$ cat config.mk
export PLATFORM = sky130hd
export DESIGN_NAME = ahg_host_glue
export DESIGN_NICKNAME = d
export VERILOG_FILES = /design/src/design/ahg_pkg.sv /design/src/design/ahg_host_glue.sv /design/src/design/ahg_sync.sv
export VERILOG_INCLUDE_DIRS = /design/src /design/src/design
export SDC_FILE = /design/constraint.sdc
export NUM_CORES = 1
export LEC_CHECK = 0
export ABC_CLOCK_PERIOD_IN_PS = 2250
export BUFFER_PORTS_ARGS = -buffer_cell sky130_fd_sc_hd__buf_4
export CORE_MARGIN = 3
export CORE_UTILIZATION = 40
export CTS_BUF_LIST = sky130_fd_sc_hd__clkbuf_2 sky130_fd_sc_hd__clkbuf_4 sky130_fd_sc_hd__clkbuf_8
export CTS_CLUSTER_DIAMETER = 80
export DETAILED_ROUTE_END_ITERATION = 7
export PLACE_DENSITY = 0.63
export SLEW_MARGIN = 30
export SYNTH_ARGS = -nofsm -noshare
export SYNTH_HDL_FRONTEND = slang
export SYNTH_SLANG_ARGS = --single-unit
export TNS_END_PERCENT = 50
$ cat constraint.sdc
create_clock -name core_clk -period 2.25 [get_ports core_clk]
set_input_delay 0.1125 -clock core_clk [delete_from_list [all_inputs] [get_ports core_clk]]
set_output_delay 0.1125 -clock core_clk [all_outputs]
set_load 0.03 [all_outputs]
$ cat src/design/ahg_cfg.svh
/*
  Constants for the converter host glue: port addresses, field positions,
  widths and timing counts.
  Assumes a 125 MHz core clock; included by bare name.
*/
`ifndef AHG_CFG_SVH
`define AHG_CFG_SVH

`define AHG_CLK_NS 8
`define AHG_ADDR_W 8
`define AHG_PORT_DATA 8'h01
`define AHG_PORT_STATUS 8'h02
`define AHG_MEM_ADDR_W 16
`define AHG_MEM_ADDR 16'hC000
`define AHG_RES_W 14
`define AHG_BUS_W 16
`define AHG_STATUS_DONE_BIT 0
`define AHG_SYNC_W 15
`define AHG_SYNC_DONE_BIT 14
`define AHG_PWRUP_NS 10000
`define AHG_PWRUP_CYC ((`AHG_PWRUP_NS + `AHG_CLK_NS - 1) / `AHG_CLK_NS)
`define AHG_PWRUP_W 11
`define AHG_START_CYC 4
`define AHG_OE_CYC 3
`define AHG_CNT_W 3
`define AHG_MEM_READ_NS 160
`define AHG_MEM_READ_CYC (`AHG_MEM_READ_NS / `AHG_CLK_NS)

`endif

$ cat src/design/ahg_pkg.sv
/*
  Types for the converter host glue: access states and requester kinds.
  Assumes the constants of ahg_cfg.svh.
*/
package ahg_pkg;

  typedef enum logic [2:0] {
    ST_PWRUP = 3'h0,
    ST_IDLE = 3'h1,
    ST_START = 3'h2,
    ST_CS = 3'h3,
    ST_OE = 3'h4,
    ST_DONE = 3'h5,
    ST_RECOVER = 3'h6
  } ahg_state_t;

  typedef enum logic [1:0] {
    SRC_IO = 2'h0,
    SRC_MEM = 2'h1,
    SRC_DMA = 2'h2
  } ahg_src_t;

endpackage : ahg_pkg

$ cat src/design/ahg_host_glue.sv
/*
  Host-side glue between a processor bus (I/O port, data-memory read, DMA)
  and an asynchronous sampling converter's parallel pins.
  Assumes converter pins are asynchronous to core_clk and the requester
  holds its request until the ready or acknowledge it waits for.
*/
// Function
// - A write to the data port starts a conversion.
// - Status and result are read from the converter's assigned ports.
// - Every converter access is stretched by a wait state from decode.
// - After each read the host leaves one idle cycle before the next.
// - Each conversion-done sets a latched DMA request on channel 1.
// - The following DMA read of the result clears that request.
// - The DMA channel is serviced before the next conversion completes.
// - A data-memory read at the decoded address drives output enable.
// - Memory acknowledge comes five cycles after decode, within 160 ns in total.
// - A host with a built-in I/O wait state needs no more wait logic.
// - Status and result sit at distinct port addresses.
// - Chip select falls before output enable; data is valid under both.
// - No converter access is made within 10 us of power-up.
`timescale 1ns/10ps
`include "ahg_cfg.svh"
module ahg_host_glue (
  input wire logic core_clk,
  input wire logic rst,
  input wire logic ioStrobe_n,
  input wire logic microstateComplete_n,
  input wire logic [`AHG_ADDR_W-1:0] busAddr,
  input wire logic busRead,
  input wire logic busWrite,
  input wire logic dataMemRead,
  input wire logic [`AHG_MEM_ADDR_W-1:0] dataMemAddr,
  input wire logic dmaRead,
  input wire logic bipolarMode,
  output logic busReady,
  output logic memoryAcknowledge,
  output logic [`AHG_BUS_W-1:0] busRdData,
  output logic dmaRequestCh1,
  output logic convIrq,
  output logic powerUpDone,
  output logic convStart_n,
  output logic chipSelect_n,
  output logic outputEnable_n,
  input wire logic convDone,
  input wire logic [`AHG_RES_W-1:0] resultBits
);

  ahg_pkg::ahg_state_t state_r, state_nxt;
  ahg_pkg::ahg_src_t src_r, src_nxt;
  logic [`AHG_PWRUP_W-1:0] pwrCnt_r;
  logic [`AHG_CNT_W-1:0] cnt_r, cnt_nxt;
  logic [`AHG_SYNC_W-1:0] pinSync;
  logic doneSync, doneSyncD_r, doneRise;
  logic dmaReq_r, dmaClr;
  logic [`AHG_BUS_W-1:0] rdData_r, rdData_nxt;
  logic idle;

  ahg_sync #(.W(`AHG_SYNC_W)) u_sync (
    .core_clk(core_clk),
    .rst(rst),
    .async({convDone, resultBits}),
    .synced(pinSync)
  );

  // Conversion-done is only trusted after the two-stage synchroniser.
  assign doneSync = pinSync[`AHG_SYNC_DONE_BIT];
  assign doneRise = doneSync & ~doneSyncD_r;
  assign convIrq = doneSync;

  // Port decode qualified by strobe and microstate complete.
  wire ioCycle = ~ioStrobe_n & ~microstateComplete_n;
  wire hitData = busAddr == `AHG_PORT_DATA;
  wire hitStatus = busAddr == `AHG_PORT_STATUS;
  wire ioStart = ioCycle & busWrite & hitData;
  wire ioStatus = ioCycle & busRead & hitStatus;
  wire ioData = ioCycle & busRead & hitData;
  wire memHit = dataMemRead & (dataMemAddr == `AHG_MEM_ADDR);
  wire anyRead = ioData | memHit | dmaRead;

  // Sign or zero extension of the 14-bit code onto the 16-bit bus.
  wire [`AHG_RES_W-1:0] res = pinSync[`AHG_RES_W-1:0];
  wire extBit = bipolarMode & res[`AHG_RES_W-1];
  wire [`AHG_BUS_W-1:0] resExt = {{2{extBit}}, res};
  wire [`AHG_BUS_W-1:0] statusWord = {15'h0000, doneSync};

  assign idle = state_r == ahg_pkg::ST_IDLE;
  wire inDone = state_r == ahg_pkg::ST_DONE;
  assign dmaClr = inDone & (src_r == ahg_pkg::SRC_DMA);

  always_comb begin
    state_nxt = state_r;
    src_nxt = src_r;
    cnt_nxt = cnt_r;
    rdData_nxt = rdData_r;
    case (state_r)
      ahg_pkg::ST_PWRUP: begin
        // Accesses are held off until the converter has reset itself.
        if (pwrCnt_r == `AHG_PWRUP_W'(`AHG_PWRUP_CYC - 1)) begin
          state_nxt = ahg_pkg::ST_IDLE;
        end
      end
      ahg_pkg::ST_IDLE: begin
        cnt_nxt = '0;
        if (ioStart) begin
          src_nxt = ahg_pkg::SRC_IO;
          state_nxt = ahg_pkg::ST_START;
        end else if (ioStatus) begin
          src_nxt = ahg_pkg::SRC_IO;
          rdData_nxt = statusWord;
          state_nxt = ahg_pkg::ST_DONE;
        end else if (anyRead) begin
          if (dmaRead) begin
            src_nxt = ahg_pkg::SRC_DMA;
          end else if (memHit) begin
            src_nxt = ahg_pkg::SRC_MEM;
          end else begin
            src_nxt = ahg_pkg::SRC_IO;
          end
          state_nxt = ahg_pkg::ST_CS;
        end
      end
      ahg_pkg::ST_START: begin
        cnt_nxt = cnt_r + 1'b1;
        if (cnt_r == `AHG_CNT_W'(`AHG_START_CYC - 1)) begin
          state_nxt = ahg_pkg::ST_DONE;
        end
      end
      ahg_pkg::ST_CS: begin
        state_nxt = ahg_pkg::ST_OE;
      end
      ahg_pkg::ST_OE: begin
        // Data needs two synchroniser cycles after enable before capture.
        cnt_nxt = cnt_r + 1'b1;
        if (cnt_r == `AHG_CNT_W'(`AHG_OE_CYC - 1)) begin
          rdData_nxt = resExt;
          state_nxt = ahg_pkg::ST_DONE;
        end
      end
      ahg_pkg::ST_DONE: begin
        state_nxt = ahg_pkg::ST_RECOVER;
      end
      ahg_pkg::ST_RECOVER: begin
        state_nxt = ahg_pkg::ST_IDLE;
      end
      default: begin
        state_nxt = ahg_pkg::ST_IDLE;
      end
    endcase
  end

  always_ff @(posedge core_clk or posedge rst) begin
    if (rst) begin
      state_r <= ahg_pkg::ST_PWRUP;
      src_r <= ahg_pkg::SRC_IO;
      cnt_r <= '0;
      rdData_r <= 16'h0000;
    end else begin
      state_r <= state_nxt;
      src_r <= src_nxt;
      cnt_r <= cnt_nxt;
      rdData_r <= rdData_nxt;
    end
  end

  always_ff @(posedge core_clk or posedge rst) begin
    if (rst) begin
      pwrCnt_r <= '0;
    end else if (state_r == ahg_pkg::ST_PWRUP) begin
      pwrCnt_r <= pwrCnt_r + 1'b1;
    end
  end

  // A new conversion-done in the clearing cycle keeps the request set.
  always_ff @(posedge core_clk or posedge rst) begin
    if (rst) begin
      doneSyncD_r <= 1'b0;
      dmaReq_r <= 1'b0;
    end else begin
      doneSyncD_r <= doneSync;
      dmaReq_r <= doneRise | (dmaReq_r & ~dmaClr);
    end
  end

  assign dmaRequestCh1 = dmaReq_r;
  assign powerUpDone = state_r != ahg_pkg::ST_PWRUP;
  assign busRdData = rdData_r;
  assign busReady = inDone & (src_r != ahg_pkg::SRC_MEM);
  assign memoryAcknowledge = inDone & (src_r == ahg_pkg::SRC_MEM);
  assign convStart_n = state_r != ahg_pkg::ST_START;
  assign chipSelect_n = ~(state_r == ahg_pkg::ST_CS
                        || state_r == ahg_pkg::ST_OE);
  assign outputEnable_n = state_r != ahg_pkg::ST_OE;

  localparam int MemMaxCyc = `AHG_MEM_READ_CYC;
endmodule : ahg_host_glue

$ cat src/design/ahg_sync.sv
/*
  Two flip-flop synchroniser, one generate branch per bit.
  Assumes every bit comes from a pin outside the core clock domain.
*/
`timescale 1ns/10ps
module ahg_sync #(
  parameter int W = 15
) (
  input wire logic core_clk,
  input wire logic rst,
  input wire logic [W-1:0] async,
  output logic [W-1:0] synced
);

  logic [W-1:0] stage1_r;

  // The first stage feeds only the second stage.
  for (genvar i = 0; i < W; i++) begin : g_bit
    always_ff @(posedge core_clk or posedge rst) begin
      if (rst) begin
        stage1_r[i] <= 1'b0;
        synced[i] <= 1'b0;
      end else begin
        stage1_r[i] <= async[i];
        synced[i] <= stage1_r[i];
      end
    end
  end

endmodule : ahg_sync

# Yosys cells after proc, flatten, opt, wreduce, memory -nomap -nowiden
# Cells that the tools add are included.
totals:
  input_bits: 48
  out_inout_bits: 24
  reg_bits: 67
classes:
  bitwise_logic: 21
  eq_ne: 22
  addsub: 2
  n_mux: 17
  reduce_logical: 10
ops:
  columns: ["op", "count"]
  rows:
  - ["two-way mux 16 bit", 3]
  - ["case mux 16 bit (2 select lines)", 1]
  - ["two-way mux 3 bit", 6]
  - ["case mux 3 bit (6 select lines)", 1]
  - ["equality test 16 bit, second input constant", 1]
  - ["AND 1 bit", 13]
  - ["equality test 3 x 2 -> 1 bit, second input constant", 4]
  - ["adder 11 x 1 -> 11 bit, second input constant", 1]
  - ["equality test 11 bit, second input constant", 1]
  - ["equality test 8 x 1 -> 1 bit, second input constant", 1]
  - ["equality test 8 x 2 -> 1 bit, second input constant", 1]
  - ["two-way mux 2 bit", 4]
  - ["inequality test 2 bit, second input constant", 4]
  - ["AND reduction 4 bit", 2]
  - ["equality test 3 bit, second input constant", 2]
  - ["case mux 3 bit (2 select lines)", 1]
  - ["nonzero test 3 bit", 2]
  - ["inverter 1 bit", 5]
  - ["inequality test 2 x 1 -> 1 bit, second input constant", 2]
  - ["inequality test 4 x 1 -> 1 bit, second input constant", 1]
  - ["nonzero test 2 bit", 2]
  - ["adder 3 x 1 -> 3 bit, second input constant", 1]
  - ["equality test 3 x 1 -> 1 bit, second input constant", 1]
  - ["zero test 3 bit", 1]
  - ["9 further kinds", 11]

# Longest topological paths before layout
depth:
  word_depth: 10
  ltp_mapped: 7

# By module
# Synthesis repeated with hierarchy kept, for this count alone.
hier_totals:
  cells_unflattened: 204
  hier_area_um2: 2567.5
modules_own_cells:
  columns: ["mod", "instances", "seq_area_each_um2", "area_each_um2", "cells_each"]
  rows:
  - ["ahg_host_glue", 1, 900.9, 1813.0, 173]
  - ["ahg_sync", 1, 750.7, 754.5, 31]

# Worst setup path before layout
# Ideal clock, no wire load.
synth_path:
  kind: "register to register"
  from: "register state_r[1]"
  to: "register rdData_r[0], in the netlist busRdData[0]"
  setup_ns: 0.128
  required_time_ns: 2.122
  path_buffers: 1
  t_arrival_ns: 1.738
  path_stages_with_launch: 7
  slack_ns: 0.385
  path_cell_list: "dfrtp_1 -> or3b_1 -> clkbuf_1 -> a21oi_2 -> nor2_1 -> o21ai_2 -> mux2_1"
synth_via:
  elab_chain_cells: 3
  elab_cells_between_ends: 8
synth_lines:
  columns: ["item", "line", "source"]
  rows:
  - ["start: declaration", "ahg_host_glue.sv:48", "ahg_pkg::ahg_state_t state_r, state_nxt;"]
  - ["start signal: assignment", "ahg_host_glue.sv:153", "state_r <= ahg_pkg::ST_PWRUP;"]
  - ["start signal: assignment", "ahg_host_glue.sv:158", "state_r <= state_nxt;"]
  - ["equality test 3 x 1 -> 1 bit or equality test 3 bit (tied branches)", "ahg_host_glue.sv:95", "case (state_r)"]
  - ["inequality test 2 x 1 -> 1 bit (no source line) (tied with other cells)", null, null]
  - ["AND reduction 4 bit (no source line)", null, null]
  - ["end signal: assignment", "ahg_host_glue.sv:161", "rdData_r <= rdData_nxt;"]
  - ["end: declaration", "ahg_host_glue.sv:55", "logic [`AHG_BUS_W-1:0] rdData_r, rdData_nxt;"]
# Several ways; a longest one is shown, not always the timed one.
# A chain may end at the register's enable or synchronous reset.

# Final worst setup path
layout_path:
  from: "register pwrCnt_r[3]"
  to: "register state_r[2]"
layout_via:
  elab_chain_cells: 3
layout_lines:
  columns: ["item", "line", "source"]
  rows:
  - ["start: declaration", "ahg_host_glue.sv:50", "logic [`AHG_PWRUP_W-1:0] pwrCnt_r;"]
  - ["start signal: assignment", "ahg_host_glue.sv:169", "pwrCnt_r <= pwrCnt_r + 1'b1;"]
  - ["equality test 11 bit", "ahg_host_glue.sv:98", "if (pwrCnt_r == `AHG_PWRUP_W'(`AHG_PWRUP_CYC - 1)) begin"]
  - ["inequality test 2 bit (no source line)", null, null]
  - ["AND reduction 4 bit (no source line)", null, null]
# Every way passes these cells.

==> metrics.txt <==
outcome complete, no violations; drt first-iter violations between 50 and 60; Avg WL per Cell 13.9 microns; Mapped Area 2610 sq um; final period utilization 0.835; Startpoint Class flip-flop; grt total ovfl 0; row count 28; FMAX around 530 MHz; die area 7540 sq um; I/O Buffers 71; initial core utilization 0.426; Clock Skews between 5 and 6 ps; RSZ-0062 raised after global routing no; Syn-to-layout area delta 40.2%; Leakage 1.72 nW; GRT Total Usage 0.153; CTS sink cnt 66; cells after synthesis 204; Final Hold Viols 0; Yosys warning total 0; CP endpoint kind flip-flop; Least-Margin Pin Slew 637 ps; TritonCTS clock tree done; CTS root buf clkbuf_8; H-tree depth 3; Req. time, crit path 2490 ps; Sequential Area approximately 1700 sq um; DRC 0; worst min path class primary input to flip-flop; Die W slightly below 90 microns; routability cong. 0.793; max-slew violations 0; R2R Setup Slk 370 ps; vias in the first global route 1939; Die H just under 90 microns; post-CTS sizing 0; critical path type flip-flop to flip-flop; Setup crit start pwrCnt_r[3]; Max IR drop VDD 0.806 mV; postcts setup bufs 0; number of synthesized flops with an enable pin 0; clk buf depth 2; filler instances 489; worst reg2reg startpoint pwrCnt_r[3]; Routed WL between 5 and 6 mm; TritonCTS Buffers 9; Final setup viols 0; pwr dens 1250 nW/um^2; DR pass1 iterations 4; Tmin final about 1900 ps; Final nets 353; setup TNS 0 ps; num ports 72; CP max FO 5; Worst EP arrival 2120 ps; Syn Area/Cell 12.8 sq um; commonest non-fill, non-tap cell in the layout buf_4; Post-DP HPWL 3.68 mm; Relative slew margins 0.575; most frequently used flop master after synthesis dfrtp_1; initial antenna violation count 0; post-route ant nets 0; ys async rst share 1.00; ANT cells 0; multi-input logic area roughly 890 sq um; worst-skew pair later-pin latency roughly 330 ps; global-route wire length before repair between 8 and 9 mm; Max-Cap Viols 0; sequential fraction of the synthesis area 0.632; pin count of the biggest net entering global routing 37; clk slew on worst S/H paths approximately 70 ps; most frequent cells in the layout 75 x buf_4, 66 x dfrtp_1, 16 x dlygate4sd3_1; Unique masters post-synth just over 50; worst hold margin 22.0 ps; via count 1867; vias per cell between 4 and 5; post-synthesis net count 257; Core ar. 6130 sq um; post-synthesis register bit count 66; share of cells above drive strength 1 0.348; hold path start dmaRead
timing repair:
action	in CTS	in global routing
endpoints found under the setup margin	0	0
hold endpoints to repair	45	0
hold buffers	16	0
cells in the mapped netlist (2+ instances only):
cell type,number,area share
dfrtp_1,66,0.63
o21ai_0,5,0.0096
nor2b_1,3,0.0072
ha_1,5,0.024
or3b_1,2,0.0067
inv_1,8,0.011
a22o_1,14,0.047
buf_2,3,0.0057
nor2_1,15,0.022
xnor2_1,7,0.023
clkbuf_1,3,0.0043
o21a_1,2,0.0057
nor4_1,3,0.0072
and2_1,2,0.0048
inv_2,2,0.0029
o22ai_1,2,0.0048
a21boi_0,2,0.0057
o31ai_1,3,0.0086
nand3_1,4,0.0077
xor2_1,3,0.010
nor3_2,2,0.0077
a21oi_1,8,0.015
nand4_1,4,0.0096
nand2_1,9,0.013
through the flow:
step / total power [W] / instance area [sq um] / std cells / utilization / worst slack (ps)
floorplan: 0.00281 / 2610 / 204 / - / 385
finish: 0.00458 / 3660 / 380 / 0.598 / 371
CTS: 0.00463 / 3660 / 380 / 0.598 / 333
detailed placement: 0.00339 / 3260 / 348 / 0.531 / 347
global route: 0.00488 / 3660 / 380 / 0.598 / 214
global placement: 0.00336 / 3260 / 348 / 0.531 / 443
report_power, final:
part	total (W)	internal, W	switching, W
registers	0.00172	0.00146	0.000260
logic	0.00166	0.000737	0.000918
clock network	0.00121	0.000747	0.000460
critical path, stage by stage (launching register included):
cell	delay (ps)
dfrtp_1	420
or4b_1	520
o41a_1	350
nor3_2	140
o31ai_1	130
o31ai_2	230
routing by layer:
metal | part of all wire | GRT usage | wire length, microns
met2 | 0.51 | 0.251 | 2670
met5 | 0 | 0 | 0
met3 | 0.051 | 0.0551 | 268
met4 | 0.011 | 0.0637 | 58
met1 | 0.43 | 0.182 | 2270
cell families after synthesis:
logic type                 synth area share
xor gates and xnor gates             0.0335
buffers and inverters                0.0273
muxes                               0.00862
DFF                                   0.632
AOI/OAI and AO/OA                     0.149
and+or+nand+nor                       0.125
adders and majority gates            0.0239
final cells by class:
type | instances | share of cell area
clock buffers | 9 | 0.0338
clock inverters | 7 | 0.0338
inverters | 10 | 0.0102
multi-input cells | 121 | 0.243
flip-flops and latches | 66 | 0.451
well taps | 75 | 0.0256
repair buffers | 92 | 0.203
final timing paths:
path	depth (start not counted)	endpoint
max	5	state_r[2]
min	2	src_r[1]
max reg2reg	5	state_r[2]
min reg2reg	0	u_sync.synced[9]
max in group asynchronous	4	cnt_r[0]
min in group asynchronous	3	busRdData[9]
sequential cells by signal (all words and copies together), names as in the netlist:
name,count
u_sync.stage1_r,15
doneSyncD_r,1
state_r,3
u_sync.synced,15
busRdData,15
cnt_r,3
pwrCnt_r,11
src_r,2
dmaRequestCh1,1
No activity file was read; power rests on OpenSTA's default activity.
